[config.mk]
export PLATFORM = sky130hd
export DESIGN_NAME = ccrt_top
export DESIGN_NICKNAME = d
export VERILOG_FILES = /design/src/common/ccrt_pkg.sv /design/src/design/ccrt_chan_decode.sv /design/src/design/ccrt_rate_timer.sv /design/src/design/ccrt_top.sv
export VERILOG_INCLUDE_DIRS = /design/src /design/src/common
export SDC_FILE = /design/constraint.sdc
export NUM_CORES = 1
export LEC_CHECK = 0
export BUFFER_PORTS_ARGS = -buffer_cell sky130_fd_sc_hd__buf_2
export CAP_MARGIN = 20
export CORE_MARGIN = 3
export CORE_UTILIZATION = 60
export CTS_BUF_LIST = sky130_fd_sc_hd__clkbuf_8
export DETAILED_ROUTE_END_ITERATION = 10
export HOLD_SLACK_MARGIN = 0.1
export PLACE_DENSITY = 0.8
export RECOVER_POWER = 25
export SKIP_LAST_GASP = 1
export SLEW_MARGIN = 20
export SYNTH_ARGS = -nofsm -noshare
export SYNTH_HDL_FRONTEND = slang
export SYNTH_HIERARCHICAL = 1
export SYNTH_SLANG_ARGS = --single-unit
[constraint.sdc]
create_clock -name clk -period 10.5 [get_ports clk]
set_input_delay 1.05 -clock clk [delete_from_list [all_inputs] [get_ports clk]]
set_output_delay 1.05 -clock clk [all_outputs]
set_load 0.05 [all_outputs]
[src/common/ccrt_defines.svh]
`ifndef CCRT_DEFINES_SVH
`define CCRT_DEFINES_SVH

// ************************************************************
// Clock and base rates
// ************************************************************
`define CCRT_CLK_MHZ        200
`define CCRT_SLOW_BASE_DIV  266240
`define CCRT_FAST_BASE_DIV  16640
`define CCRT_FILTER_DIV     256
`define CCRT_INT_OSC_DIV    56
`define CCRT_DETECT_CYC     4096
`define CCRT_DETECT_EDGES   16

// ************************************************************
// Done strobe widths, in ns
// ************************************************************
`define CCRT_DONE_SLOW_NS   64000
`define CCRT_DONE_FAST_NS   4000

// ************************************************************
// Field values and reset defaults
// ************************************************************
`define CCRT_RATE_RESET     3'h7
`define CCRT_REF_RESET      1'h0
`define CCRT_POS_RESET      3'h0
`define CCRT_NEG_RESET      3'h1
`define CCRT_GAIN_RESET     3'h0
`define CCRT_BUF_RESET      1'h0
`define CCRT_GAIN_FIXED_MIN 3'h4
`define CCRT_REF2_PIN_A     3'h6
`define CCRT_REF2_PIN_B     3'h7
`define CCRT_EXC_MAX        4'ha
`define CCRT_CH_FULL        7
`define CCRT_CH_SMALL       4

`endif

[src/common/ccrt_pkg.sv]
package ccrt_pkg;

  // Clock source modes
  typedef enum logic [1:0] {
    CCRT_CLK_INT    = 2'b00,
    CCRT_CLK_EXT    = 2'b01,
    CCRT_CLK_DETECT = 2'b10
  } ccrt_clk_mode_t;

  // One channel's settings: input control and setup
  typedef struct packed {
    logic       reference_two;
    logic [2:0] positive_input_select;
    logic [2:0] negative_input_select;
    logic       buf_en;
    logic [2:0] gain_sel;
    logic [2:0] rate_select;
  } ccrt_chan_cfg_t;

  // Decoded view of one channel
  typedef struct packed {
    logic       fixed_amp_stage;
    logic [1:0] programmable_amp_stage;
    logic [7:0] gain;
    logic       buffer_in_path;
    logic       inputs_ok;
    logic       slow_base;
    logic [1:0] rate_shift;
  } ccrt_chan_dec_t;

  // Scan states
  typedef enum logic [0:0] {
    CCRT_IDLE = 1'b0,
    CCRT_CONV = 1'b1
  } ccrt_state_t;

endpackage

[src/design/ccrt_chan_decode.sv]
`include "ccrt_defines.svh"

module ccrt_chan_decode
  import ccrt_pkg::*;
#(
  parameter bit SMALL_VARIANT = 1'b0
) (
  input  ccrt_chan_cfg_t cfg, // Stored channel settings
  output ccrt_chan_dec_t dec  // Decoded channel view
);

  // ************************************************************
  // Gain composition and buffer
  // ************************************************************
  wire fixed_on = (cfg.gain_sel >= `CCRT_GAIN_FIXED_MIN); // RQ5
  wire [7:0] gain_val = 8'(8'h01 << cfg.gain_sel);        // RQ5
  // Buffer is forced in at 16x and above
  wire buf_in = fixed_on | cfg.buf_en;                    // RQ7

  // ************************************************************
  // Input availability
  // ************************************************************
  // Second reference takes over the pins of inputs six and seven
  wire pos_ref = cfg.reference_two &
                 (cfg.positive_input_select == `CCRT_REF2_PIN_A |
                  cfg.positive_input_select == `CCRT_REF2_PIN_B); // RQ8
  wire neg_ref = cfg.reference_two &
                 (cfg.negative_input_select == `CCRT_REF2_PIN_A |
                  cfg.negative_input_select == `CCRT_REF2_PIN_B); // RQ8
  // Small variant lacks inputs three to five
  wire pos_sm = SMALL_VARIANT & (cfg.positive_input_select >= 3'h3) &
                (cfg.positive_input_select <= 3'h5);              // RQ10
  wire neg_sm = SMALL_VARIANT & (cfg.negative_input_select >= 3'h3) &
                (cfg.negative_input_select <= 3'h5);              // RQ10

  // Rate field: top bit picks base, low bits pick divide by 8,4,2,1
  assign dec.slow_base              = ~cfg.rate_select[2];        // RQ2
  assign dec.rate_shift             = 2'h3 - cfg.rate_select[1:0]; // RQ2
  assign dec.fixed_amp_stage        = fixed_on;
  assign dec.programmable_amp_stage = cfg.gain_sel[1:0];          // RQ5
  assign dec.gain                   = gain_val;
  assign dec.buffer_in_path         = buf_in;
  assign dec.inputs_ok = ~(pos_ref | neg_ref | pos_sm | neg_sm);   // RQ9

endmodule // ccrt_chan_decode

[src/design/ccrt_rate_timer.sv]
module ccrt_rate_timer (
  input  wire logic        clk,      // System clock
  input  wire logic        rst,      // Async reset, active high
  input  wire logic        restart,  // Clear count, start new period
  input  wire logic        mod_tick, // One modulator clock cycle
  input  wire logic [21:0] period,   // Modulator cycles per conversion
  output logic             done      // End of conversion pulse
);

  logic [21:0] cnt_ff;
  logic [21:0] nxt_cnt;
  logic        done_ff;
  logic        nxt_done;

  // ************************************************************
  // Period counter
  // ************************************************************
  wire last = mod_tick & (cnt_ff + 22'h1 >= period); // RQ16
  assign nxt_done = ~restart & last;                 // RQ16
  assign nxt_cnt  = restart ? 22'h0 :
                    last ? 22'h0 :
                    mod_tick ? cnt_ff + 22'h1 : cnt_ff;

  // Count register
  always_ff @(posedge clk or posedge rst) begin
    if (rst) begin
      cnt_ff  <= 22'h0;
      done_ff <= 1'b0;
    end else begin
      cnt_ff  <= nxt_cnt;
      done_ff <= nxt_done;
    end
  end

  assign done = done_ff;

endmodule // ccrt_rate_timer

[src/design/ccrt_top.sv]
// Overview of operation
// RQ1: Odd external clock: bases clock/266240, clock/16640
// RQ2: Eight rates, base divided by 1,2,4,8
// RQ3: Each channel keeps its own rate
// RQ4: Scanning n channels divides per-channel rate
// RQ5: Gain is fixed stage times programmable stage
// RQ6: Each channel keeps its own gain
// RQ7: Buffer forced in at gain 16+
// RQ8: Reference select per channel, second blocks pins
// RQ9: Positive and negative input selector per channel
// RQ10: Seven channels, or four on small variant
// RQ11: Detect crystal, then stop internal oscillator
// RQ12: Sinc filter, mains rejection only slow rates
// RQ13: Filter frequencies scale with external clock
// RQ14: Two excitation currents, 100 to 1000 uA
// RQ15: Done strobe each period, 64 or 4 us
// RQ16: Count modulator cycles per conversion period
// RQ17: Reset gives fastest rate, first reference
`include "ccrt_defines.svh"

module ccrt_top
  import ccrt_pkg::*;
#(
  parameter bit          SMALL_VARIANT = 1'b0,
  parameter int unsigned SLOW_BASE     = `CCRT_SLOW_BASE_DIV,
  parameter int unsigned FAST_BASE     = `CCRT_FAST_BASE_DIV,
  parameter int unsigned INT_DIV       = `CCRT_INT_OSC_DIV,
  parameter int unsigned DETECT_CYC    = `CCRT_DETECT_CYC,
  parameter int unsigned DETECT_EDGES  = `CCRT_DETECT_EDGES,
  parameter int unsigned DONE_SLOW_NS  = `CCRT_DONE_SLOW_NS,
  parameter int unsigned DONE_FAST_NS  = `CCRT_DONE_FAST_NS
) (
  input  wire logic           clk,              // System clock, 200 MHz
  input  wire logic           rst,              // Async reset, active high
  input  wire ccrt_clk_mode_t clk_mode,         // Modulator clock source
  input  wire logic           xtal_pin_in,      // External clock pin
  input  wire logic           cfg_wr,           // Write strobe for settings
  input  wire logic [2:0]     cfg_ch,           // Channel written
  input  wire ccrt_chan_cfg_t cfg_data,         // Settings written
  input  wire logic [2:0]     rd_ch,            // Channel read back
  output ccrt_chan_cfg_t      rd_data,          // Read-back settings
  input  wire logic           run,              // Convert while high
  input  wire logic [2:0]     scan_last,        // Last channel of scan
  input  wire logic [3:0]     exc_a_code,       // Current A code
  input  wire logic [3:0]     exc_b_code,       // Current B code
  output logic [3:0]          excitation_current_a, // A in 100 uA units
  output logic [3:0]          excitation_current_b, // B in 100 uA units
  output logic                int_osc_en,       // Internal oscillator on
  output logic                xtal_detected,    // Crystal seen
  output logic                filter_tick,      // Filter output clock
  output logic [2:0]          conv_ch,          // Channel converting
  output ccrt_chan_dec_t      conv_dec,         // Its decoded settings
  output logic                result_valid,     // Result pulse
  output logic [2:0]          result_ch,        // Channel of result
  output logic                mains_reject_on,  // Mains rejection usable
  output logic                conversion_done_strobe_n // Done, active low
);

  // ************************************************************
  // Derived constants
  // ************************************************************
  localparam int unsigned CH_COUNT =
    SMALL_VARIANT ? `CCRT_CH_SMALL : `CCRT_CH_FULL;          // RQ10
  localparam int unsigned SLOW_CYC_RAW =
    DONE_SLOW_NS * `CCRT_CLK_MHZ / 1000;
  localparam int unsigned FAST_CYC_RAW =
    DONE_FAST_NS * `CCRT_CLK_MHZ / 1000;
  localparam int unsigned SLOW_CYC = SLOW_CYC_RAW < 1 ? 1 : SLOW_CYC_RAW;
  localparam int unsigned FAST_CYC = FAST_CYC_RAW < 1 ? 1 : FAST_CYC_RAW;
  localparam logic [2:0]  LAST_CH  = 3'(CH_COUNT - 1);

  // ************************************************************
  // Channel settings storage
  // ************************************************************
  ccrt_chan_cfg_t cfg_ff [`CCRT_CH_FULL];
  ccrt_chan_dec_t dec    [`CCRT_CH_FULL];
  ccrt_chan_cfg_t rd_ff;
  ccrt_chan_cfg_t reset_cfg;

  assign reset_cfg.reference_two         = `CCRT_REF_RESET;  // RQ17
  assign reset_cfg.positive_input_select = `CCRT_POS_RESET;
  assign reset_cfg.negative_input_select = `CCRT_NEG_RESET;
  assign reset_cfg.buf_en                = `CCRT_BUF_RESET;
  assign reset_cfg.gain_sel              = `CCRT_GAIN_RESET;
  assign reset_cfg.rate_select           = `CCRT_RATE_RESET; // RQ17

  // Writes to channels the variant lacks are dropped
  wire wr_ok = cfg_wr & (cfg_ch <= LAST_CH);                 // RQ10

  // One settings word and one decoder per channel
  for (genvar g = 0; g < `CCRT_CH_FULL; g++) begin : g_ch
    wire hit = wr_ok & (cfg_ch == 3'(g));
    always_ff @(posedge clk or posedge rst) begin
      if (rst) begin
        cfg_ff[g] <= '{`CCRT_REF_RESET, `CCRT_POS_RESET, `CCRT_NEG_RESET,
                       `CCRT_BUF_RESET, `CCRT_GAIN_RESET, `CCRT_RATE_RESET}; // RQ17
      end else if (hit) begin
        cfg_ff[g] <= cfg_data;                               // RQ3 RQ6
      end
    end
    ccrt_chan_decode #(
      .SMALL_VARIANT(SMALL_VARIANT)
    ) u_dec (
      .cfg(cfg_ff[g]),
      .dec(dec[g])
    );
  end

  // Read-back register; unknown channels read as reset values
  wire [2:0] rd_idx = (rd_ch <= LAST_CH) ? rd_ch : 3'h0;
  wire       rd_hit = (rd_ch <= LAST_CH);
  always_ff @(posedge clk or posedge rst) begin
    if (rst) begin
      rd_ff <= '{`CCRT_REF_RESET, `CCRT_POS_RESET, `CCRT_NEG_RESET,
                 `CCRT_BUF_RESET, `CCRT_GAIN_RESET, `CCRT_RATE_RESET};
    end else begin
      rd_ff <= rd_hit ? cfg_ff[rd_idx] : reset_cfg;
    end
  end
  assign rd_data = rd_ff;

  // ************************************************************
  // Modulator clock source
  // ************************************************************
  logic       xs1_ff;
  logic       xs2_ff;
  logic       xs3_ff;
  logic [7:0] div_ff;
  logic [12:0] win_ff;
  logic [7:0] edge_ff;
  logic       xtal_ff;

  // Pin passes two flops; edge found from second and third
  always_ff @(posedge clk or posedge rst) begin
    if (rst) begin
      xs1_ff <= 1'b0;
      xs2_ff <= 1'b0;
      xs3_ff <= 1'b0;
    end else begin
      xs1_ff <= xtal_pin_in;
      xs2_ff <= xs1_ff;
      xs3_ff <= xs2_ff;
    end
  end
  wire ext_edge = xs2_ff & ~xs3_ff;

  // Internal oscillator stands in as a divider of the system clock
  wire int_wrap = (div_ff >= 8'(INT_DIV - 1));
  wire int_tick = int_osc_en & int_wrap;
  always_ff @(posedge clk or posedge rst) begin
    if (rst) begin
      div_ff <= 8'h0;
    end else begin
      div_ff <= (int_wrap | ~int_osc_en) ? 8'h0 : div_ff + 8'h1;
    end
  end

  // Crystal detection: count pin edges over a fixed window
  wire win_end  = (win_ff >= 13'(DETECT_CYC - 1));
  wire detect   = (clk_mode == CCRT_CLK_DETECT);
  wire edges_ok = (edge_ff >= 8'(DETECT_EDGES));
  always_ff @(posedge clk or posedge rst) begin
    if (rst) begin
      win_ff  <= 13'h0;
      edge_ff <= 8'h0;
      xtal_ff <= 1'b0;
    end else begin
      win_ff  <= (win_end | ~detect) ? 13'h0 : win_ff + 13'h1;
      edge_ff <= (win_end | ~detect) ? 8'h0 :
                 (ext_edge & ~edges_ok) ? edge_ff + 8'h1 : edge_ff;
      xtal_ff <= ~detect ? 1'b0 : win_end ? edges_ok : xtal_ff; // RQ11
    end
  end

  // Running from the crystal shuts the internal oscillator off
  wire use_ext = (clk_mode == CCRT_CLK_EXT) | (detect & xtal_ff); // RQ11
  assign int_osc_en    = ~use_ext;                              // RQ11
  assign xtal_detected = xtal_ff;

  // Every modulator cycle, from whichever source is live
  wire mod_tick = use_ext ? ext_edge : int_tick;                // RQ1

  // Filter runs at modulator/256, so its response tracks the clock
  logic [7:0] flt_ff;
  logic       flt_tick_ff;
  always_ff @(posedge clk or posedge rst) begin
    if (rst) begin
      flt_ff      <= 8'h0;
      flt_tick_ff <= 1'b0;
    end else begin
      flt_ff      <= mod_tick ? flt_ff + 8'h1 : flt_ff;         // RQ13
      flt_tick_ff <= mod_tick & (flt_ff == 8'hff);              // RQ13
    end
  end
  assign filter_tick = flt_tick_ff;

  // ************************************************************
  // Scan sequence
  // ************************************************************
  ccrt_state_t state_ff;
  ccrt_state_t nxt_state;
  logic [2:0]  ch_ff;
  logic [2:0]  nxt_ch;
  logic        conv_done;

  wire [2:0] scan_end  = (scan_last > LAST_CH) ? LAST_CH : scan_last;
  wire [2:0] ch_next   = (ch_ff >= scan_end) ? 3'h0 : ch_ff + 3'h1; // RQ4
  wire       start_new = (state_ff == CCRT_IDLE) & run;

  // Scanned channels take turns, so each gets one result per n
  always_comb begin
    nxt_state = state_ff;
    nxt_ch    = ch_ff;
    unique case (state_ff)
      CCRT_IDLE: begin
        if (run) begin
          nxt_state = CCRT_CONV;
          nxt_ch    = 3'h0;
        end
      end
      CCRT_CONV: begin
        if (~run) begin
          nxt_state = CCRT_IDLE;
        end else if (conv_done) begin
          nxt_ch = ch_next;                                     // RQ4
        end
      end
    endcase
  end

  always_ff @(posedge clk or posedge rst) begin
    if (rst) begin
      state_ff <= CCRT_IDLE;
      ch_ff    <= 3'h0;
    end else begin
      state_ff <= nxt_state;
      ch_ff    <= nxt_ch;
    end
  end

  // ************************************************************
  // Conversion period
  // ************************************************************
  // Period uses the converting channel's own rate setting
  ccrt_chan_dec_t cur;
  assign cur = dec[ch_ff];                                      // RQ3
  wire [21:0] base_cyc = cur.slow_base ? 22'(SLOW_BASE) : 22'(FAST_BASE); // RQ1
  wire [21:0] period   = base_cyc << cur.rate_shift;            // RQ2 RQ16

  // Channel change restarts the count with the new period
  wire restart = start_new | conv_done | (state_ff == CCRT_IDLE);

  ccrt_rate_timer u_timer (
    .clk     (clk),
    .rst     (rst),
    .restart (restart & ~conv_done | start_new),
    .mod_tick(mod_tick & (state_ff == CCRT_CONV)),
    .period  (period),
    .done    (conv_done)
  );

  // ************************************************************
  // Outputs and done strobe
  // ************************************************************
  logic [13:0]    pw_ff;
  logic           rv_ff;
  logic [2:0]     rch_ff;
  ccrt_chan_dec_t cdec_ff;
  logic           mains_ff;

  // Strobe width follows the rate of the channel that finished
  wire [13:0] pw_len = cur.slow_base ? 14'(SLOW_CYC) : 14'(FAST_CYC); // RQ15
  wire        done_ok = conv_done & (state_ff == CCRT_CONV);

  always_ff @(posedge clk or posedge rst) begin
    if (rst) begin
      pw_ff <= 14'h0;
    end else begin
      pw_ff <= done_ok ? pw_len :
               (pw_ff != 14'h0) ? pw_ff - 14'h1 : 14'h0;        // RQ15
    end
  end
  assign conversion_done_strobe_n = (pw_ff == 14'h0);           // RQ15

  // Result tag and live channel view
  always_ff @(posedge clk or posedge rst) begin
    if (rst) begin
      rv_ff    <= 1'b0;
      rch_ff   <= 3'h0;
      cdec_ff  <= '0;
      mains_ff <= 1'b0;
    end else begin
      rv_ff    <= done_ok;                                      // RQ4
      rch_ff   <= done_ok ? ch_ff : rch_ff;
      cdec_ff  <= cur;                                          // RQ5 RQ7
      // Sinc notches land on mains only at the slow base
      mains_ff <= cur.slow_base;                                // RQ12
    end
  end
  assign result_valid    = rv_ff;
  assign result_ch       = rch_ff;
  assign conv_dec        = cdec_ff;
  assign conv_ch         = ch_ff;
  assign mains_reject_on = mains_ff;

  // ************************************************************
  // Excitation currents
  // ************************************************************
  logic [3:0] exa_ff;
  logic [3:0] exb_ff;
  // Codes above ten clamp at 1000 uA; zero is off
  wire [3:0] exa = (exc_a_code > `CCRT_EXC_MAX) ? `CCRT_EXC_MAX : exc_a_code;
  wire [3:0] exb = (exc_b_code > `CCRT_EXC_MAX) ? `CCRT_EXC_MAX : exc_b_code;
  always_ff @(posedge clk or posedge rst) begin
    if (rst) begin
      exa_ff <= 4'h0;
      exb_ff <= 4'h0;
    end else begin
      exa_ff <= exa;                                            // RQ14
      exb_ff <= exb;                                            // RQ14
    end
  end
  assign excitation_current_a = exa_ff;
  assign excitation_current_b = exb_ff;

endmodule // ccrt_top

==> results.yml, run 1 <==
run_status:
  run_status: "complete, but fails checks"
  failed_checks: "max-capacitance violations, max-slew violations"
synth:
  synthArstFlopShare: 1.00
  synth_edf_count: 0
  ys_ff_latch: 223
  syn-cell-area_um2: 12300
  ys_seq_area_frac: 0.455
  yosysWarnings: 6
  yosys_most_used_dff: "dfrtp_1"
  avgSynthCellArea_um2: 10.7
  syn_inst: 1157
  synth_cell_types: 69
global_routing:
  grt_pass1_wl_um: 43600
  overflow: 0
  antenna_found_initial: 2
  grt_pass1_vias: 8933
  grt_max_degree: 134
  grt.total_usage: 0.238
pwr:
  pwr-share-seq: 0.467
  intPower_uw: 1700
  p_comb_frac: 0.241
  p_leak_uw: 0.00593
  ir_drop_mv: 0.146
  p_clk_frac: 0.292
  p_sw_uw: 862
  powerDensity_nw_per_um2: 190
  p_sw_frac: 0.336
critical_path:
  crit_type: "reg -> reg"
  crit_path_end_kind: "flip-flop"
  cp_common_cell: "nand4_1"
  path_cells: "clkbuf_1 > mux4_2 > nor2_1 > a21o_1 > inv_2 > xnor2_1 > nor2b_1 > inv_1 > ha_1 > nand4_1 > o22ai_1 > a211o_1 > a221oi_4 > buf_6 > nand4_1 > a31oi_1"
  crit_path_max_fanout: 35
  crit_path_max_incr_delay_ns: 1.56
  cp_data_arrival_time_ns: 5.78
  critPathRequiredTime_ns: 10.93
  critPathSlowestCell: "clkbuf_1"
  startpoint_type: "flip-flop"
timing:
  tns_ns: 0
  setup_viol: 0
  fmax_mhz: 187
  grt_setup_unrepaired: "false"
  slew_violations: 170
  fin_worst_skew_ns: 0.0231
  tightest_slew_ns: 5.59
  relSlewSlack: -2.75
  period_minus_slack_ns: 5.35
  hold_viol_final: 0
  post-route-period-util: 0.509
routing:
  drt_pass1_iterations: 4
  vias: 8787
  drt_iter0_markers: 555
  drc: 0
  ant_nets: 0
  via_per_inst: 5.82
  wl_per_cell_um: 17.2
  routed_wirelength_um: 25900
run:
  drv_cap: 2
die:
  fp.dieH_um: 149
  start_util: 0.622
  num_rows: 51
  dieArea_um2: 22300
  die_w_um: 149
  core_um2: 19800
  io_pins: 88
worst_hold_path:
  hp-class: "reg -> reg"
cells_and_area:
  area_growth_pct: 9.18
  nNetsFinal: 1287
  final_core_util: 0.679
  drive_gt1_frac: 0.199
clocking:
  cts_setup_buffers: 0
  cts_resized: 0
  path_clk_slew_ns: 0.06
  htree_levels: 2
  clock_path_buffers: 3
  worstSkewPairLatency_ns: 0.54
  root_buffer: "clkbuf_8"
  cts_sinks: 223
  cts_tree: "built"
  cts_buffers: 38
  hold_buffers: 0
place:
  gp_congestion: 0.851
  io_buffers: 87
  hpwlAfterDp_um: 17300
[cells in the final DEF, fill, tap and decap left out, types with 15 or more instances in the layout]
master / synthesis / layout
a21oi_1: 74 / 74
buf_2: 27 / 81
clkbuf_8: 0 / 47
dfrtp_1: 191 / 191
dfstp_2: 32 / 32
ha_1: 33 / 33
inv_1: 69 / 86
mux2_1: 103 / 103
mux2i_1: 25 / 25
mux4_2: 30 / 30
nand2_1: 61 / 61
nand3_1: 29 / 29
nand4_1: 28 / 28
nor2_1: 120 / 120
nor3_1: 25 / 23
nor3b_1: 15 / 15
o21ai_1: 15 / 15
xnor2_1: 35 / 35
xor2_1: 19 / 19
[through the flow]
stage | hold slack, ns | cells | setup slack, ns | power (uW) | instance area, um^2
2_1_floorplan | 0.331 | 1167 | 4.05 | 1700 | 12400
3_3_place_gp | 0.335 | 1440 | 6.10 | 1800 | 12700
3_5_place_dp | 0.346 | 1440 | 5.84 | 1830 | 12700
4_1_cts | 0.360 | 1507 | 5.80 | 2590 | 13500
5_1_grt | 0.373 | 1509 | 4.60 | 2710 | 13500
6_report | 0.360 | 1509 | 5.15 | 2570 | 13500
[cells in the mapped netlist (all sizes together) (15+ instances only)]
cell type,n,share of area
clkbuf,26,0.0079
ha,33,0.033
nor3b,25,0.019
dfstp,32,0.068
mux2,108,0.098
xnor2,35,0.025
and3b,15,0.011
o21ai,23,0.0096
nor2,120,0.036
xor2,19,0.013
mux4,30,0.055
inv,74,0.022
nand4,28,0.014
buf,66,0.035
nand3,29,0.012
a21oi,75,0.031
mux2i,25,0.020
dfrtp,191,0.39
nand2,61,0.019
nor3,26,0.011
[power groups by stage]
stage / Clock [uW] / Combinational [uW] / Sequential (uW)
2_1_floorplan: 0 / 441 / 1260
3_3_place_gp: 0 / 600 / 1200
3_5_place_dp: 0 / 620 / 1210
4_1_cts: 770 / 624 / 1190
5_1_grt: 807 / 684 / 1220
6_report: 749 / 619 / 1200
[sequential cells by signal, indices dropped and copies added (netlist names), 3 cells and up]
register and cells:
conv_ch 3, result_ch 3, edge_ff 8, pw_ff 14
div_ff 8, cfg_ff 98, excitation_current_a 4, win_ff 13
u_timer/cnt_ff 22, rd_data 14, excitation_current_b 4, conv_dec 15
flt_ff 8
[critical path: cells and delay by family, from the launching register on]
family          cells  cell delay, ns
mux                 1            0.67
xor+xnor            1            0.15
compound gates      5            1.30
fa+ha+maj           1            0.32
simple gates        4            0.48
flops               1            0.33
buf+inv             4            1.96
[cell families after synthesis]
kind of cell / after synthesis / share of synthesized area
AND/OR/NAND/NOR: 370 / 0.160
flip-flops: 223 / 0.455
buffers and inverters: 167 / 0.0657
multiplexers: 163 / 0.173
AO/OA/AOI/OAI: 146 / 0.0734
XOR/XNOR: 54 / 0.0383
adder cells (fa/ha/maj): 33 / 0.0334
other: 1 / 0.000304
[layout make-up]
| type | count | area [um^2] |
|---|---|---|
| flip-flops and latches | 223 | 5620 |
| clock buffers | 47 | 647 |
| diodes | 1 | 2.50 |
| well taps | 265 | 332 |
| repair buffers | 101 | 529 |
| inverters | 75 | 283 |
| clock inverters | 20 | 88.8 |
| multi-input cells | 777 | 5980 |
| fillers | 1504 | 6360 |
[routing by layer]
metal / vias to the layer above / part of all wire / global-route usage
met3: 43 / 0.058 / 0.0421
met5: - / 0.00027 / 0
met2: 268 / 0.48 / 0.388
li1: 4137 / - / -
met1: 4337 / 0.44 / 0.329
met4: 2 / 0.022 / 0.0778
[worst paths after layout]
| kind | from | to | slack [ns] | cells after the start |
|---|---|---|---|---|
| setup / recovery | conv_ch[0] | u_timer/cnt_ff[4] | 5.15 | 16 |
| hold / removal | xs1_ff | xs2_ff | 0.36 | 0 |
| setup reg to reg | conv_ch[0] | u_timer/cnt_ff[4] | 5.15 | 16 |
| hold reg to reg | xs1_ff | xs2_ff | 0.36 | 0 |
| max in group asynchronous | rst | pw_ff[12] | 5.71 | 3 |
| min in group asynchronous | rst | u_timer/cnt_ff[21] | 0.72 | 2 |
(Power assumes the default switching activity.)
==> run 2: changes to the inputs <==
==> constraint.sdc (replaced) <==
create_clock -name clk -period 5.15 [get_ports clk]
set_input_delay 0.515 -clock clk [delete_from_list [all_inputs] [get_ports clk]]
set_output_delay 0.515 -clock clk [all_outputs]
set_load 0.05 [all_outputs]
==> results.yml, run 2 (same netlist as run 1, synthesis figures left out) <==
timing:
  post-route-period-util: 0.735
  grt_setup_unrepaired: "false"
  setup_viol: 0
  relSlewSlack: -0.161
  slew_violations: 39
  tns_ns: 0
  period_minus_slack_ns: 3.78
  fin_worst_skew_ns: 0.0316
  fmax_mhz: 264
  hold_viol_final: 0
  tightest_slew_ns: 1.73
clocking:
  htree_levels: 2
  worstSkewPairLatency_ns: 0.54
  hold_buffers: 3
  clock_path_buffers: 3
  root_buffer: "clkbuf_8"
  cts_sinks: 223
  path_clk_slew_ns: 0.06
  cts_buffers: 38
  cts_setup_buffers: 0
  cts_resized: 0
  cts_tree: "built"
place:
  place_inst: 1445
  io_buffers: 87
  hpwlAfterDp_um: 17300
  gp_congestion: 0.843
die:
  num_rows: 51
  io_pins: 88
  dieArea_um2: 22300
  die_w_um: 149
  fp.dieH_um: 149
  start_util: 0.622
  core_um2: 19800
worst_hold_path:
  hold_depth: 1
  hp-class: "in -> reg"
  worstHoldStart: "run"
global_routing:
  grt_pass1_vias: 8867
  grt_max_degree: 163
  grt.total_usage: 0.238
  grt_pass1_wl_um: 43400
  antenna_found_initial: 1
  overflow: 0
cells_and_area:
  nNetsFinal: 1294
  top_register: "cfg_ff"
  nFillCells: 1455
  final-seq-area_um2: 5620
  final_common_cell: "dfrtp_1"
  stdcell_count: 1518
  area_growth_pct: 10.1
  largest_reg_flops: 98
  final_core_util: 0.685
  multi_input_area_um2: 5960
  final_cell_mix: "dfrtp_1 (191), nor2_1 (120), mux2_1 (103)"
  drive_gt1_frac: 0.200
pwr:
  ir_drop_mv: 0.240
  powerDensity_nw_per_um2: 394
  p_leak_uw: 0.00598
critical_path:
  path_buf_inv: 4
  crit_path_max_fanout: 28
  path_cells: "buf_4 > mux2_2 > a22oi_1 > a21o_1 > inv_2 > xnor2_1 > nor2b_1 > inv_1 > ha_1 > nand4_1 > o22ai_1 > a211o_1 > a221oi_4 > buf_4 > nand4_1 > a31oi_1"
  startpoint: "conv_ch[1]"
  critPathRequiredTime_ns: 5.59
  crit_type: "reg -> reg"
  critPathSlowestCell: "mux2_2"
  crit_path_max_incr_delay_ns: 0.38
  cp.depth: 16
  crit_path_end_kind: "flip-flop"
  r2r_cells: 16
  cp_top_family: "compound AO/OA/AOI/OAI gates"
  startpoint_type: "flip-flop"
  r2r_slack_ns: 1.37
  rr_startpoint: "conv_ch[1]"
  cp_data_arrival_time_ns: 4.23
routing:
  drt_iter0_markers: 534
  ant_nets: 0
  drc: 0
  vias: 8786
  wl_per_cell_um: 17.0
  drt_pass1_iterations: 5
  routed_wirelength_um: 25800
  via_per_inst: 5.79
run:
  drv_cap: 1
run_status:
  failed_checks: "max-capacitance violations, max-slew violations"
  run_status: "complete, but fails checks"
-- run 2: cell types whose count changed in the layout (fill, tap and decap cells not counted), moves of 2 or more --
cell,change
nor3b_2,-2
nor3b_1,+2
inv_1,-3
buf_4,+2
clkinv_2,+2
clkbuf_1,+2
bufinv_16,+2
dlygate4sd3_1,+3
-- run 2: final cells by class --
type,instances,share of cell area
clock buffer,48,0.0486
clock inverter,21,0.0109
sequential,223,0.413
timing repair buffer,108,0.0434
multi-input combinational,777,0.438
antenna,1,0.000184
tap,265,0.0244
inverter,75,0.0208
-- run 2: routing by layer --
metal,GRT usage,wire (um),vias up
met5,0,0,-
met4,0.0805,531,0
met3,0.0409,1770,49
met2,0.370,12000,301
met1,0.344,11500,4284
li1,-,-,4152
-- run 2: final timing paths --
| check | end |
|---|---|
| min reg2reg | xs2_ff |
| max reg2reg | u_timer/cnt_ff[19] |
| max in group asynchronous | cfg_ff[78] |
| max | u_timer/cnt_ff[19] |
| min in group asynchronous | u_timer/cnt_ff[20] |
| min | state_ff |
-- run 2: worst reg2reg max path, delay by kind of cell (launching register included) --
kind / cells / cell delay [ns]
AOI/OAI and AO/OA: 6 / 1.32
and+or+nand+nor: 3 / 0.41
buffers and inverters: 4 / 0.75
muxes: 1 / 0.38
DFF: 1 / 0.34
xor gates and xnor gates: 1 / 0.15
adders and majority gates: 1 / 0.33
-- run 2: power by group --
group	switching [uW]	internal [uW]
registers	323	2120
clock network	711	945
logic	732	535
-- run 2: per-stage QoR --
stage	instance area [um^2]	hold slack [ns]	setup slack, ns	power (uW)
after global placement	12800	0.336	1.57	3670
after detailed placement	12800	0.337	1.40	3730
final	13600	0.150	1.37	5360
after floorplan	12400	0.331	1.39	3460
after global routing	13600	0.159	1.08	5660
after CTS	13600	0.109	1.39	5410
==> run 3: changes to the inputs <==
--- a/config.mk
+++ b/config.mk
@@ -6,6 +6,7 @@
 export SDC_FILE = /design/constraint.sdc
 export NUM_CORES = 1
 export LEC_CHECK = 0
+export ABC_AREA = 1
 export BUFFER_PORTS_ARGS = -buffer_cell sky130_fd_sc_hd__buf_2
 export CAP_MARGIN = 20
 export CORE_MARGIN = 3
==> constraint.sdc (replaced) <==
create_clock -name clk -period 3.6 [get_ports clk]
set_input_delay 0.36 -clock clk [delete_from_list [all_inputs] [get_ports clk]]
set_output_delay 0.36 -clock clk [all_outputs]
set_load 0.05 [all_outputs]
==> results.yml, run 3 <==
run_status:
  run_status: "complete, but fails checks"
  failed_checks: "max-capacitance violations, max-slew violations"
timing:
  period_minus_slack_ns: 3.01
  relSlewSlack: -0.312
  grt_setup_unrepaired: "false"
  post-route-period-util: 0.835
  holdWs_ns: 0.172
  fmax_mhz: 333
  hold_viol_final: 0
  tns_ns: 0
  slew_violations: 190
  tightest_slew_ns: 1.97
  fin_worst_skew_ns: 0.0167
  setup_viol: 0
synth:
  synth_top_family_by_area: "simple AND/OR/NAND/NOR gates"
  synth_edf_count: 0
  syn-cell-area_um2: 12900
  avgSynthCellArea_um2: 7.23
  synth_compound_area_frac: 0.0863
  synth_cell_types: 41
  syn_inst: 1786
  ys_ff_latch: 223
  yosysWarnings: 6
  yosysMostFrequentCell: "nand2_1"
  synth_top_area_frac: 0.370
  synth.mux.area_fraction: 0
  synth_top_cells_by_area: "dfrtp_1 (37%), nand2_1 (16%), dfstp_2 (6.5%)"
  synth-xor-area-share: 0.0210
  ys_top_cells_by_count: "nand2_1 (559), nor2_1 (217), inv_1 (206), dfrtp_1 (191), o21ai_0 (152)"
  synthSimpleGateAreaFrac: 0.316
  yosys_most_used_dff: "dfrtp_1"
  ys_seq_area_frac: 0.435
  synth-adder-area-share: 0.0320
  synthArstFlopShare: 1.00
  yosys.area.top_type: "dfrtp_1"
clocking:
  cts_sinks: 223
  hold_buffers: 11
  cts_setup_buffers: 0
  htree_levels: 2
  clock_path_buffers: 3
  cts_resized: 0
  cts_buffers: 38
  path_clk_slew_ns: 0.06
  cts_tree: "built"
  root_buffer: "clkbuf_8"
  worstSkewPairLatency_ns: 0.54
critical_path:
  cp_data_arrival_time_ns: 3.43
  path_buf_inv: 2
  crit_type: "reg -> reg"
  startpoint_type: "flip-flop"
  cp_common_cell: "nand2_1"
  critPathRequiredTime_ns: 4.03
  path_cells: "nor2_4 > nand2_1 > nand3_1 > nand2_2 > inv_4 > nand2_1 > nor2_1 > inv_1 > ha_1 > nand2_1 > nor2_1 > nand2_1 > nand3b_1 > nand4_1 > nand2_2 > nand2_1 > nand2_1"
  cp_top_family: "simple AND/OR/NAND/NOR gates"
  crit_path_max_fanout: 23
  crit_path_max_incr_delay_ns: 0.44
  critPathSlowestCell: "dfrtp_1"
  crit_path_end_kind: "flip-flop"
cells_and_area:
  largest_reg_flops: 98
  area_growth_pct: 9.59
  top_register: "cfg_ff"
  final_common_cell: "nand2_1"
  drive_gt1_frac: 0.130
  final_cell_mix: "nand2_1 (558), inv_1 (219), nor2_1 (218)"
  stdcell_count: 2156
  nFillCells: 1803
  diodes: 0
  nNetsFinal: 1923
routing:
  vias: 11400
  drt_iter0_markers: 840
  ant_nets: 0
  drc: 0
  via_per_inst: 5.27
  wl_per_cell_um: 13.8
  routed_wirelength_um: 29700
  drt_pass1_iterations: 5
die:
  dieArea_um2: 23300
  core_um2: 21100
  fp.dieH_um: 153
  num_rows: 53
  start_util: 0.613
  die_w_um: 153
  io_pins: 88
pwr:
  p_sw_uw: 2470
  p_clk_frac: 0.323
  pwr-share-seq: 0.458
  p_leak_uw: 0.00744
  ir_drop_mv: 0.334
  intPower_uw: 4790
  powerDensity_nw_per_um2: 512
  p_comb_frac: 0.220
  p_sw_frac: 0.340
global_routing:
  grt_pass1_vias: 11000
  grt_max_degree: 84
  overflow: 0
  grt.total_usage: 0.256
  grt_pass1_wl_um: 50800
  antenna_found_initial: 0
place:
  hpwlAfterDp_um: 20000
  place_inst: 2076
  gp_congestion: 0.904
  io_buffers: 87
run:
  drv_cap: 3
worst_hold_path:
  hp-class: "in -> reg"
[run 3: cell count changes after synthesis, sizes merged, moves of 27 or more]
cell,previous run,this run
o21ai,23,165
nor2,120,229
nand3,29,113
a21oi,75,16
inv,74,219
xnor2,35,8
mux4,30,0
nand2,61,571
mux2,108,0
[run 3: metal layers]
metal  GRT usage  vias to the layer above  part of all wire
li1            -                     5661                 -
met1       0.351                     5271              0.45
met2       0.415                      359              0.46
met3      0.0412                       65             0.061
met4      0.0895                        0             0.028
met5           0                        -                 0
[run 3: final timing paths]
path,start,endpoint,slack [ns],cells past startpoint
setup / recovery,conv_ch[0],u_timer/cnt_ff[4],0.59,17
hold reg to reg,xs1_ff,xs2_ff,0.36,0
setup reg to reg,conv_ch[0],u_timer/cnt_ff[4],0.59,17
min in group asynchronous,rst,excitation_current_a[2],0.42,3
max in group asynchronous,rst,win_ff[8],0.89,4
hold / removal,cfg_data[13],cfg_ff[41],0.17,3
[run 3: metrics by stage]
step	utilization	setup WS (ns)	power [uW]	cell area, um^2
2_1_floorplan	-	0.678	4620	13000
3_3_place_gp	0.631	0.801	4870	13300
3_5_place_dp	0.631	0.633	4940	13300
4_1_cts	0.674	0.617	7330	14200
5_1_grt	0.671	0.279	7730	14200
6_report	0.671	0.594	7250	14200
[run 3: power groups by stage]
stage	combinational [uW]	sequential [uW]	clock (uW)
finish	1590	3320	2340
global route	1840	3380	2510
CTS	1610	3310	2410
detailed placement	1590	3350	0
global placement	1540	3340	0
floorplan	1150	3470	0
[run 3: cell type report]
| cell class | count | area (um^2) | share of cell area |
|---|---|---|---|
| inverters | 221 | 841 | 0.0594 |
| clock inverters | 24 | 169 | 0.0119 |
| clock buffers | 45 | 619 | 0.0437 |
| well taps | 275 | 344 | 0.0243 |
| flip-flops and latches | 223 | 5620 | 0.397 |
| multi-input cells | 1254 | 5920 | 0.418 |
| repair buffers | 114 | 646 | 0.0456 |
[run 3: cell families (layout without fill, tap and decap cells)]
kind of cell	after synthesis	after routing
other	1	11
adder cells (fa/ha/maj)	33	33
AO/OA/AOI/OAI	211	211
XOR/XNOR	31	31
AND/OR/NAND/NOR	968	968
buffers and inverters	319	404
flip-flops	223	223
[run 3: worst register-to-register path, cell delays in order, from the launching register on]
cell,delay [ns]
dfrtp_1,0.44
nor2_4,0.36
nand2_1,0.10
nand3_1,0.11
nand2_2,0.12
inv_4,0.12
nand2_1,0.06
nor2_1,0.12
inv_1,0.07
ha_1,0.28
nand2_1,0.07
nor2_1,0.15
nand2_1,0.09
nand3b_1,0.16
nand4_1,0.12
nand2_2,0.30
nand2_1,0.17
nand2_1,0.07
